<file path="src/logic/cwd_defs.vh">
/*
  Constants for the configuration watchdog: register indices, reset
  values, field positions, bus responses and the tick scale.
  Assumes inclusion by the watchdog modules, the checker and the bench.
*/
`ifndef CWD_DEFS_VH
`define CWD_DEFS_VH

// ----------------------------------------------------------------------
// Register indices (byte address is four times the index)
// ----------------------------------------------------------------------
`define CWD_IDX_FREQ        8'h51
`define CWD_IDX_WDOG        8'hD6
`define CWD_IDX_DIS         8'hD7
`define CWD_IDX_IRQ_STAT    8'hE0
`define CWD_IDX_IRQ_MASK    8'hE1
`define CWD_IDX_CTRL        8'hE2

// ----------------------------------------------------------------------
// Reset values and limits
// ----------------------------------------------------------------------
`define CWD_FREQ_RST        7'h19
`define CWD_FREQ_MIN        7'h05
`define CWD_FREQ_MAX        7'h64
`define CWD_TIMEOUT_RST     16'h03E8
`define CWD_DIS_KEY         32'h0D15AB1E
`define CWD_EN_KEY          32'h00000000
`define CWD_CYC_PER_MHZ_MS  17'h003E8

// ----------------------------------------------------------------------
// Interrupt status bits
// ----------------------------------------------------------------------
`define CWD_IRQ_EXPIRE      0
`define CWD_IRQ_NACK        1
`define CWD_IRQ_W           2

// ----------------------------------------------------------------------
// Bus responses
// ----------------------------------------------------------------------
`define CWD_RESP_OKAY       2'h0
`define CWD_RESP_SLVERR     2'h2

`endif

</file>
<file path="src/logic/cwd_watchdog.v">
/*
  Configuration watchdog with an AXI4-Lite register slave.
  Holds the oscillator frequency, a guarded 16-bit timeout, a disable
  key register, and sticky interrupt status with a mask.
  Assumes a single clock, i_ref_clk, running at the programmed 5..100 MHz frequency and serving as the oscillator
  clock, and a power state input that is synchronous to it.
*/
// The implementer's own choice: the AXI4-Lite slave port.
`include "cwd_defs.vh"
`default_nettype none

// Behaviour
// - Frequency is 7 bits; writes outside 5..100 are ignored and refused.
// - Frequency field resets to 25.
// - Tick is derived from the oscillator using the programmed frequency.
// - Timeout is counted in 1 ms ticks through a 16-bit count.
// - Counter advances only in the active_power_state power state, else holds.
// - Mismatched complement halves are refused; good writes are accepted.
// - Each accepted kick restarts the countdown from the full timeout.
// - Expiry while enabled initiates a reset.
// - Control upper half is read-only live counter value.
// - Control lower half holds timeout, reset value 1000.
// - Writing the key pattern resets and stops; it is the reset content.
// - Writing zero enables; countdown runs until disabled or reset.
module cwd_watchdog
(
  input  wire        i_ref_clk,
  input  wire        i_arst_n,
  input  wire        i_active_power_state,
  input  wire [11:0] i_awaddr,
  input  wire        i_awvalid,
  output reg         o_awready,
  input  wire [31:0] i_wdata,
  input  wire [3:0]  i_wstrb,
  input  wire        i_wvalid,
  output reg         o_wready,
  output reg  [1:0]  o_bresp,
  output reg         o_bvalid,
  input  wire        i_bready,
  input  wire [11:0] i_araddr,
  input  wire        i_arvalid,
  output reg         o_arready,
  output reg  [31:0] o_rdata,
  output reg  [1:0]  o_rresp,
  output reg         o_rvalid,
  input  wire        i_rready,
  output reg         o_wdog_reset,
  output reg         o_irq
);

  // --------------------------------------------------------------------
  // State
  // --------------------------------------------------------------------
  reg  [6:0]  freq_q;
  reg  [15:0] timeout_q;
  reg  [15:0] count_q;
  reg  [31:0] dis_q;
  reg  [2:0]  stat_q;
  reg  [2:0]  mask_q;
  reg  [11:0] awaddr_q;
  reg  [31:0] wdata_q;
  reg  [3:0]  wstrb_q;
  reg         aw_have_q;
  reg         w_have_q;
  reg         freq_reload_q;
  wire        tick_w;
  wire        enabled_w;
  wire        wr_go_w;
  wire [7:0]  wr_idx_w;
  wire [7:0]  rd_idx_w;
  wire        wr_full_w;
  wire        freq_ok_w;
  wire        guard_ok_w;
  wire        kick_w;
  wire        expire_w;
  reg         wr_nack_d;
  reg  [31:0] rdata_d;
  reg  [1:0]  rresp_d;
  reg  [2:0]  stat_set_d;

  assign enabled_w = (dis_q != `CWD_DIS_KEY);
  assign wr_go_w   = aw_have_q && w_have_q && !o_bvalid;
  assign wr_idx_w  = awaddr_q[9:2];
  assign rd_idx_w  = i_araddr[9:2];
  assign wr_full_w = (awaddr_q[11:10] == 2'h0) && (awaddr_q[1:0] == 2'h0);
  assign freq_ok_w = (wdata_q[6:0] >= `CWD_FREQ_MIN) &&
                     (wdata_q[6:0] <= `CWD_FREQ_MAX) &&
                     (wdata_q[31:7] == 25'h0000000);
  assign guard_ok_w = (wdata_q[31:16] == ~wdata_q[15:0]);
  assign kick_w = wr_go_w && !wr_nack_d &&
                  (wr_idx_w == `CWD_IDX_WDOG);
  assign expire_w = enabled_w && tick_w && i_active_power_state &&
                    (count_q == 16'h0001);

  // --------------------------------------------------------------------
  // Tick prescaler
  // --------------------------------------------------------------------
  cwd_tick_gen u_tick
  (
    .i_ref_clk  (i_ref_clk),
    .i_arst_n   (i_arst_n),
    .i_freq_mhz (freq_q),
    .i_reload   (freq_reload_q),
    .o_tick     (tick_w)
  );

  // --------------------------------------------------------------------
  // Write channel capture
  // --------------------------------------------------------------------
  // Address and data are taken in either order and held until the
  // response is accepted, so only one write is ever in flight.
  always @(posedge i_ref_clk or negedge i_arst_n)
  begin
    if (!i_arst_n)
    begin
      aw_have_q <= 1'b0;
      w_have_q  <= 1'b0;
      awaddr_q  <= 12'h000;
      wdata_q   <= 32'h00000000;
      wstrb_q   <= 4'h0;
      o_awready <= 1'b0;
      o_wready  <= 1'b0;
      o_bvalid  <= 1'b0;
      o_bresp   <= `CWD_RESP_OKAY;
    end
    else
    begin
      o_awready <= !aw_have_q && !o_awready && !o_bvalid;
      o_wready  <= !w_have_q && !o_wready && !o_bvalid;
      if (i_awvalid && o_awready)
      begin
        aw_have_q <= 1'b1;
        awaddr_q  <= i_awaddr;
      end
      if (i_wvalid && o_wready)
      begin
        w_have_q <= 1'b1;
        wdata_q  <= i_wdata;
        wstrb_q  <= i_wstrb;
      end
      if (wr_go_w)
      begin
        o_bvalid  <= 1'b1;
        o_bresp   <= wr_nack_d ? `CWD_RESP_SLVERR : `CWD_RESP_OKAY;
        aw_have_q <= 1'b0;
        w_have_q  <= 1'b0;
      end
      else if (o_bvalid && i_bready)
      begin
        o_bvalid <= 1'b0;
      end
    end
  end

  // --------------------------------------------------------------------
  // Write decode and refusal
  // --------------------------------------------------------------------
  // Partial-lane writes are refused; a guarded register cannot be
  // checked from half a word.
  always @*
  begin
    wr_nack_d = 1'b0;
    if (!wr_full_w || (wstrb_q != 4'hF))
    begin
      wr_nack_d = 1'b1;
    end
    else
    begin
      case (wr_idx_w)
        `CWD_IDX_FREQ:     wr_nack_d = !freq_ok_w;
        `CWD_IDX_WDOG:     wr_nack_d = !guard_ok_w;
        `CWD_IDX_DIS:      wr_nack_d = 1'b0;
        `CWD_IDX_IRQ_STAT: wr_nack_d = 1'b0;
        `CWD_IDX_IRQ_MASK: wr_nack_d = 1'b0;
        `CWD_IDX_CTRL:     wr_nack_d = 1'b0;
        default:           wr_nack_d = 1'b1;
      endcase
    end
  end

  // --------------------------------------------------------------------
  // Registers and countdown
  // --------------------------------------------------------------------
  always @(posedge i_ref_clk or negedge i_arst_n)
  begin
    if (!i_arst_n)
    begin
      freq_q        <= `CWD_FREQ_RST;
      timeout_q     <= `CWD_TIMEOUT_RST;
      count_q       <= `CWD_TIMEOUT_RST;
      dis_q         <= `CWD_DIS_KEY;
      mask_q        <= 3'h0;
      freq_reload_q <= 1'b0;
      o_wdog_reset  <= 1'b0;
    end
    else
    begin
      freq_reload_q <= 1'b0;
      o_wdog_reset  <= expire_w;
      if (wr_go_w && !wr_nack_d && wr_idx_w == `CWD_IDX_FREQ)
      begin
        freq_q        <= wdata_q[6:0];
        freq_reload_q <= 1'b1;
      end
      if (wr_go_w && !wr_nack_d && wr_idx_w == `CWD_IDX_DIS)
      begin
        dis_q <= wdata_q;
      end
      if (wr_go_w && !wr_nack_d && wr_idx_w == `CWD_IDX_IRQ_MASK)
      begin
        mask_q <= wdata_q[2:0];
      end
      if (kick_w)
      begin
        timeout_q <= wdata_q[15:0];
        count_q   <= wdata_q[15:0];
      end
      else if (!enabled_w ||
               (wr_go_w && !wr_nack_d && wr_idx_w == `CWD_IDX_DIS &&
                wdata_q == `CWD_DIS_KEY))
      begin
        count_q <= timeout_q;
      end
      else if (expire_w)
      begin
        count_q <= timeout_q;
      end
      else if (tick_w && i_active_power_state && count_q != 16'h0000)
      begin
        count_q <= count_q - 16'h0001;
      end
    end
  end

  // --------------------------------------------------------------------
  // Interrupt status
  // --------------------------------------------------------------------
  // A new event in the clearing cycle survives the clear.
  always @*
  begin
    stat_set_d = 3'h0;
    stat_set_d[`CWD_IRQ_EXPIRE] = expire_w;
    stat_set_d[`CWD_IRQ_NACK]   = wr_go_w && wr_nack_d;
    stat_set_d[`CWD_IRQ_W]      = kick_w;
  end

  always @(posedge i_ref_clk or negedge i_arst_n)
  begin
    if (!i_arst_n)
    begin
      stat_q <= 3'h0;
      o_irq  <= 1'b0;
    end
    else
    begin
      if (wr_go_w && !wr_nack_d && wr_idx_w == `CWD_IDX_IRQ_STAT)
      begin
        stat_q <= (stat_q & ~wdata_q[2:0]) | stat_set_d;
      end
      else
      begin
        stat_q <= stat_q | stat_set_d;
      end
      o_irq <= |(stat_q & mask_q);
    end
  end

  // --------------------------------------------------------------------
  // Read channel
  // --------------------------------------------------------------------
  always @*
  begin
    rdata_d = 32'h00000000;
    rresp_d = `CWD_RESP_OKAY;
    if (i_araddr[11:10] != 2'h0 || i_araddr[1:0] != 2'h0)
    begin
      rresp_d = `CWD_RESP_SLVERR;
    end
    else
    begin
      case (rd_idx_w)
        `CWD_IDX_FREQ:     rdata_d = {25'h0000000, freq_q};
        `CWD_IDX_WDOG:     rdata_d = {count_q, timeout_q};
        `CWD_IDX_DIS:      rdata_d = dis_q;
        `CWD_IDX_IRQ_STAT: rdata_d = {29'h00000000, stat_q};
        `CWD_IDX_IRQ_MASK: rdata_d = {29'h00000000, mask_q};
        `CWD_IDX_CTRL:     rdata_d = {30'h00000000, i_active_power_state,
                                      enabled_w};
        default:           rresp_d = `CWD_RESP_SLVERR;
      endcase
    end
  end

  always @(posedge i_ref_clk or negedge i_arst_n)
  begin
    if (!i_arst_n)
    begin
      o_arready <= 1'b0;
      o_rvalid  <= 1'b0;
      o_rdata   <= 32'h00000000;
      o_rresp   <= `CWD_RESP_OKAY;
    end
    else
    begin
      o_arready <= !o_arready && !o_rvalid;
      if (i_arvalid && o_arready)
      begin
        o_rvalid  <= 1'b1;
        o_rdata   <= rdata_d;
        o_rresp   <= rresp_d;
        o_arready <= 1'b0;
      end
      else if (o_rvalid && i_rready)
      begin
        o_rvalid <= 1'b0;
      end
    end
  end

endmodule // cwd_watchdog

`default_nettype wire

</file>
<file path="src/logic/cwd_tick_gen.v">
/*
  Millisecond tick prescaler for the watchdog.
  Assumes i_freq_mhz lies in the valid range and that i_reload pulses
  whenever the frequency value changes.
*/
`include "cwd_defs.vh"
`default_nettype none

module cwd_tick_gen
(
  input  wire        i_ref_clk,
  input  wire        i_arst_n,
  input  wire [6:0]  i_freq_mhz,
  input  wire        i_reload,
  output reg         o_tick
);

  // --------------------------------------------------------------------
  // Prescaler
  // --------------------------------------------------------------------
  wire [16:0] period_w;
  reg  [16:0] cnt_q;

  // One tick every frequency times 1000 oscillator cycles.
  assign period_w = {10'h000, i_freq_mhz} * `CWD_CYC_PER_MHZ_MS;

  always @(posedge i_ref_clk or negedge i_arst_n)
  begin
    if (!i_arst_n)
    begin
      cnt_q  <= 17'h00000;
      o_tick <= 1'b0;
    end
    else if (i_reload)
    begin
      cnt_q  <= 17'h00000;
      o_tick <= 1'b0;
    end
    else if (cnt_q == period_w - 17'h00001)
    begin
      cnt_q  <= 17'h00000;
      o_tick <= 1'b1;
    end
    else
    begin
      cnt_q  <= cnt_q + 17'h00001;
      o_tick <= 1'b0;
    end
  end

endmodule // cwd_tick_gen

`default_nettype wire

</file>
<file path="config.mk">
export PLATFORM = sky130hd
export DESIGN_NAME = cwd_watchdog
export DESIGN_NICKNAME = d
export VERILOG_FILES = /design/src/logic/cwd_watchdog.v /design/src/logic/cwd_tick_gen.v
export VERILOG_INCLUDE_DIRS = /design/src /design/src/logic
export SDC_FILE = /design/constraint.sdc
export NUM_CORES = 1
export LEC_CHECK = 0
export BUFFER_PORTS_ARGS = -buffer_cell sky130_fd_sc_hd__buf_4
export CAP_MARGIN = 5
export CORE_MARGIN = 1.5
export CORE_UTILIZATION = 25
export DETAILED_ROUTE_END_ITERATION = 16
export SLEW_MARGIN = 20
export SYNTH_ARGS = -nofsm -noshare
export SYNTH_HDL_FRONTEND = slang
export SYNTH_HIERARCHICAL = 1
export SYNTH_SLANG_ARGS = --single-unit
</file>
<file path="constraint.sdc">
create_clock -name i_ref_clk -period 5.7 [get_ports i_ref_clk]
set_input_delay 1.71 -clock i_ref_clk [delete_from_list [all_inputs] [get_ports i_ref_clk]]
set_output_delay 1.71 -clock i_ref_clk [all_outputs]
set_load 0.01 [all_outputs]
</file>
==> results of run 1 <==
==> cell usage in the layout, fill, tap and decap left out, drive strengths merged, types with 4 or more instances in the layout <==
cell,instances
a211o,4
a211oi,21
a21oi,19
a222oi,5
a22oi,27
and2,5
and3,10
and4,4
buf,118
bufinv,5
clkbuf,21
dfrtp,157
dfstp,30
fa,18
ha,38
inv,54
mux2,135
mux2i,9
nand2,69
nand2b,7
nand3,16
nand3b,4
nand4,18
nand4b,8
nor2,26
nor3,24
nor3b,4
nor4,21
nor4b,8
nor4bb,6
o21ai,47
or3,7
or4,8
xnor2,41
xor2,29
==> registers in the layout (all words and copies together), names as in the netlist, 3 cells and up <==
name / count
awaddr_q: 12
count_q: 16
dis_q: 32
freq_q: 7
mask_q: 3
o_rdata: 32
stat_q: 3
timeout_q: 16
u_tick/cnt_q: 17
wdata_q: 32
wstrb_q: 4
==> metrics by stage <==
stage	hold slack (ns)	power, mW	setup slack [ns]
after global placement	0.430	2.48	0.189
after detailed placement	0.436	2.50	0.111
after floorplan	0.432	2.20	0.630
after global routing	0.461	3.98	0.0695
after CTS	0.449	3.84	0.0724
final	0.452	3.80	0.338
==> power by group through the flow <==
stage | clock [mW] | sequential, mW | combinational [mW]
finish | 1.32 | 1.89 | 0.589
CTS | 1.36 | 1.88 | 0.602
global route | 1.41 | 1.92 | 0.650
floorplan | 0 | 1.71 | 0.492
detailed placement | 0 | 1.90 | 0.599
global placement | 0 | 1.90 | 0.586
==> final cells by class <==
class / count / share of cell area
multi-input cells: 681 / 0.443
inverters: 50 / 0.0145
well taps: 585 / 0.0567
clock buffers: 20 / 0.0338
flip-flops and latches: 187 / 0.366
repair buffers: 119 / 0.0707
clock inverters: 12 / 0.0162
==> worst max-delay path, delay by kind of cell, from the launching register on <==
kind | cells | cell delay, ns
buffers and inverters | 2 | 0.14
AO/OA/AOI/OAI | 5 | 1.38
adder cells (fa/ha/maj) | 5 | 2.23
AND/OR/NAND/NOR | 2 | 0.45
flip-flops | 1 | 0.66
multiplexers | 1 | 0.37
==> path summary, 6_finish.rpt <==
kind | endpoint | slack, ns | start
max | u_tick/o_tick | 0.34 | freq_q[0]
min | o_arready | 0.45 | o_rvalid
max reg2reg | u_tick/o_tick | 0.34 | freq_q[0]
min reg2reg | o_arready | 0.45 | o_rvalid
max in group asynchronous | freq_q[0] | 3.32 | i_arst_n
min in group asynchronous | u_tick/cnt_q[16] | 1.39 | i_arst_n
==> per-layer routing <==
metal	vias to the layer above	routed length [um]
met2	171	13300
met5	-	0
met1	3902	13000
li1	3691	-
met3	21	1150
met4	0	478
==> cell families (layout without fill, tap and decap cells) <==
| logic type | Yosys count | count (layout) |
|---|---|---|
| fa+ha+maj | 56 | 56 |
| xor+xnor | 70 | 70 |
| compound gates | 155 | 155 |
| other cells | 1 | 2 |
| flops | 187 | 187 |
| simple gates | 254 | 254 |
| mux | 144 | 144 |
| buf+inv | 99 | 201 |
==> cells in the mapped netlist, types with 7 or more instances <==
library cell / count / area, um2
nor4b_1: 7 / 61.3
nand3_1: 15 / 75.1
dfrtp_1: 157 / 3930
a211oi_1: 10 / 75.1
clkbuf_1: 30 / 113
o21ai_0: 46 / 230
buf_2: 8 / 40.0
mux2i_1: 9 / 90.1
a211oi_2: 10 / 125
nor3_1: 22 / 110
xor2_1: 28 / 245
fa_1: 18 / 360
nor4_1: 20 / 125
mux2_2: 116 / 1310
a22oi_1: 26 / 195
ha_1: 38 / 475
mux2_1: 19 / 214
dfstp_2: 30 / 788
nand4_1: 18 / 113
and3_1: 10 / 62.6
a21oi_1: 18 / 90.1
nand2_1: 69 / 259
inv_1: 50 / 188
nand2b_1: 7 / 43.8
nor2_1: 26 / 97.6
buf_6: 7 / 78.8
nand4b_1: 8 / 70.1
xnor2_1: 41 / 359
or3_1: 7 / 43.8
==> results.cfg, run 1 <==
[critical_path]
critical_path.max_stage_delay_ns = 0.66
rr_worst_depth = 15
cp_cell_sequence = fa_1 -> inv_1 -> fa_1 -> fa_1 -> inv_1 -> fa_1 -> ha_1 -> a211oi_4 -> o21ai_0 -> o31ai_2 -> mux2_2 -> nor3_1 -> a21bo_1 -> a22o_2 -> and3b_2
cp-start-kind = flop
crit_arrival_ns = 5.69
path_class = flop to flop
slowest_stage = dfstp_2
required_ns = 6.03
cpMostUsedCell = fa_1
crit_fanout = 17
cp-end-kind = flop

[timing]
slew_viol_final = 0
grt_setup_unrepaired = false
hold_viol = 0
tns_ns = 0
fmax_mhz = 186
setup_viol = 0
fin_crit_ns = 5.36
max_slew.worst_pin.slew_ns = 1.04
finClkSkew_ns = 0.0109
max_slew_margin = 0.305
period_share = 0.941

[synthesis]
synth_adder_area_share = 0.0770
synth_top_family_by_area = multiplexers
synth-main-ff-cell = dfrtp_1
synth-compound-area-share = 0.103
synth_cells = 966
avgSynthCellArea_um2 = 11.2
seq_area_frac_synth = 0.435
synth-edff-count = 0
ys_types = 83
synth_xor_area_frac = 0.0572
synthMuxAreaShare = 0.148
async_flop_share = 1.00
ys_ff_latch = 187
ys_warn_count = 6
yosys.area_share.simple = 0.137
synth_area_um2 = 10900

[power_and_ir_drop]
p_seq_frac = 0.497
power.leakage_nw = 5.65
vdd_drop_max_mv = 0.226
switching_power_mw = 1.14
p_int_mw = 2.66
combPwrFrac = 0.155
p_per_area_nw_per_um2 = 295
power.share.clock = 0.348
sw_frac_of_total = 0.301

[global_routing]
use_met3 = 0.0251
overflow = 0
grt_pass1_wl_um = 44200
grt_max_degree = 112
use_met1 = 0.172
grt_usage = 0.128
antenna_found_initial = 0
grt_pass1_vias = 7750
grt_util_met2 = 0.206
top_usage_layer = met2

[floorplan]
die_area_um2 = 44700
fp.dieH_um = 211
initial_core_util = 0.252
fp.dieW_um = 211
fp-row-count = 76
coreArea_um2 = 43000
io_pins = 111

[drt]
drc = 0
wl_um = 28000
drt_iter0_markers = 454
drt_pass1_iterations = 5
viasPerCell = 4.71
ant_nets = 0
vias = 7785
routedWlPerCell_um = 16.9

[clock_tree]
insertion_delay_ns = 0.44
post_cts_buffers = 0
numCtsBuffers = 17
cts.clk_slew.worst_paths_ns = 0.07
cts-resized-gates = 0
cts_hold_buf = 0
max-clock-path-buffers = 2
numClockSinks = 187
root_buffer = clkbuf_16
cts_tree = yes
htree_num_levels = 4

[run]
maxCapViolCount = 0

[cells_and_area]
stdcell_count = 1654
n_antenna_cell = 0
finish.instance_area_um2 = 12900
fillers = 4484
multi_input_area_um2 = 5710
nNetsFinal = 1180
area_growth_pct = 18.9
final_layout_size_suffix_gt1_frac = 0.309
seq_area_um2 = 4720
finalCoreUtilization = 0.300

[place]
port_buffers = 108
dp_hpwl_um = 21000
placed_area_um2 = 12300
gp_congestion = 0.807
dp.cells = 1622

[worst_hold_path]
hold_path.class = flop to flop
min_path_cells = 1

[status]
run_status = completed
Note: power is estimated with default switching activity, not from simulation.
==> run 2, diff against run 1 <==
- CORE_MARGIN: 1.5 -> 3
- RECOVER_POWER: unset -> 100
==> run 2 against run 1 <==
Net effect:
- the flow now finishes with violations (max-capacitance violations, max-slew violations)
- sequential power is essentially flat
- total power shrank 3.4%
- routed wire length is 1.0% higher
- non-clock buffer count up 2
- highest routed layer unchanged
- final cell count decreased by 0.42%
- first-iteration DRC count grew 13%
- critical path depth did not move
- setup slack gained 0.019 ns
- global-route usage shrank 0.40 points
- final area shrank 2.2%
- register-to-register slack improved by 0.02 ns
- via count is 0.21% higher
==> results.cfg, run 2 (synthesis gave the netlist of run 1 again) <==
[critical_path]
rr_startpoint = freq_q[1]
r2r-end = u_tick/o_tick
cp-startpoint = freq_q[1]
path_class = flop to flop
crit_end = u_tick/o_tick
crit_fanout = 17
rrSetupSlack_ns = 0.36
cp-start-kind = flop
crit_arrival_ns = 5.67
rr_worst_depth = 15
cp-end-kind = flop
required_ns = 6.02

[cells_and_area]
fillers = 4436
area_growth_pct = 16.3
multi_input_area_um2 = 5670
final_cell_mix = dfrtp_1, mux2_2, nand2_1, buf_4, clkbuf_1
n_antenna_cell = 0
final_layout_size_suffix_gt1_frac = 0.254
reg_top3 = dis_q x32, o_rdata x32, wdata_q x32
nNetsFinal = 1182
layout_commonest_cell = dfrtp_1
finalCoreUtilization = 0.298
finish.instance_area_um2 = 12600
seq_area_um2 = 4720
stdcell_count = 1647

[clock_tree]
numClockSinks = 187
cts.clk_slew.worst_paths_ns = 0.07
cts_tree = yes
root_buffer = clkbuf_16
htree_num_levels = 4
numCtsBuffers = 17
insertion_delay_ns = 0.44
max-clock-path-buffers = 2
post_cts_buffers = 0

[global_routing]
grt_usage = 0.124
antenna_found_initial = 0
overflow = 0
grt_max_degree = 121
grt_pass1_wl_um = 45700
grt_pass1_vias = 8022

[drt]
routedWlPerCell_um = 17.2
drc = 0
ant_nets = 0
wl_um = 28300
drt_pass1_iterations = 5
viasPerCell = 4.74
vias = 7801
drt_iter0_markers = 512

[timing]
max_slew_margin = -1.38
fin_crit_ns = 5.34
hold_viol = 0
hold_ws_ns = 0.447
tns_ns = 0
setup_ws_ns = 0.357
period_share = 0.937
max_slew.worst_pin.slew_ns = 3.57
setup_viol = 0
fmax_mhz = 187
slew_viol_final = 178
grt_setup_unrepaired = false
finClkSkew_ns = 0.0128

[status]
violations = max-capacitance violations, max-slew violations
run_status = finished, violations left

[run]
maxCapViolCount = 4

[floorplan]
fp.dieH_um = 214
die_area_um2 = 45900
io_pins = 111
initial_core_util = 0.256
coreArea_um2 = 42400
fp.dieW_um = 214
fp-row-count = 75

[power_and_ir_drop]
fin_total_pwr_mw = 3.67
vdd_drop_max_mv = 0.198
power.leakage_nw = 5.41
p_per_area_nw_per_um2 = 291

[place]
gp_congestion = 0.845
dp_hpwl_um = 21100
dp_slack_ns = 0.0850
port_buffers = 108
dp.cells = 1615
placed_area_um2 = 12200

[worst_hold_path]
hold_path.class = flop to flop
-- run 2: cell types whose count changed in the layout (fill, tap and decap cells not counted), moves of 3 or more --
cell | previous run | this run
clkbuf_1 | 3 | 51
buf_4 | 117 | 66
clkbuf_4 | 0 | 4
a211oi_1 | 10 | 18
a211oi_2 | 9 | 1
bufinv_16 | 5 | 2
-- run 2: worst min-delay path by stage --
stage / from / depth (start not counted) / to / slack, ns
finish: o_rvalid / 1 / o_arready / 0.45
global route: o_wready / 1 / o_wready / 0.48
CTS: o_rvalid / 1 / o_arready / 0.46
detailed placement: o_wready / 1 / o_wready / 0.45
global placement: o_rvalid / 1 / o_arready / 0.43
floorplan: u_tick/cnt_q[0] / 1 / u_tick/cnt_q[0] / 0.43
-- run 2: report_power, final --
group / internal [mW] / total [mW] / leakage, nW / switching (mW)
registers: 1.53 / 1.89 / 2.36 / 0.365
logic: 0.333 / 0.585 / 2.78 / 0.252
clock network: 0.671 / 1.19 / 0.274 / 0.524
total: 2.53 / 3.67 / 5.41 / 1.14
-- run 2: final cells by class --
class,instances,area share
Clock buffer,22,0.0368
Clock inverter,9,0.00902
Inverter,50,0.0149
Multi-Input combinational cell,681,0.449
Sequential cell,187,0.374
Tap cell,577,0.0572
Timing Repair Buffer,121,0.0593
-- run 2: timing repair --
item / 4_1_cts / 5_1_grt
endpoints found under the setup margin: 0 / 17
hold buffers: 0 / 0
resized for setup: 0 / 2
-- run 2: metal layers --
metal / GRT usage / vias up / wire, um
met5: 0 / - / 0
met3: 0.0281 / 35 / 1260
met2: 0.194 / 177 / 13100
met1: 0.167 / 3894 / 13100
met4: 0.0455 / 0 / 732
li1: - / 3695 / -
-- run 2: critical path, stage by stage, from the launching register on --
cell      delay (ns)
dfrtp_1         0.51
fa_1            0.59
inv_1           0.06
fa_1            0.48
fa_1            0.54
inv_1           0.05
fa_1            0.39
ha_1            0.40
a211oi_4        0.35
o21ai_0         0.16
o31ai_2         0.30
mux2_2          0.38
nor3_1          0.18
a21bo_1         0.23
a22o_2          0.35
and3b_2         0.26
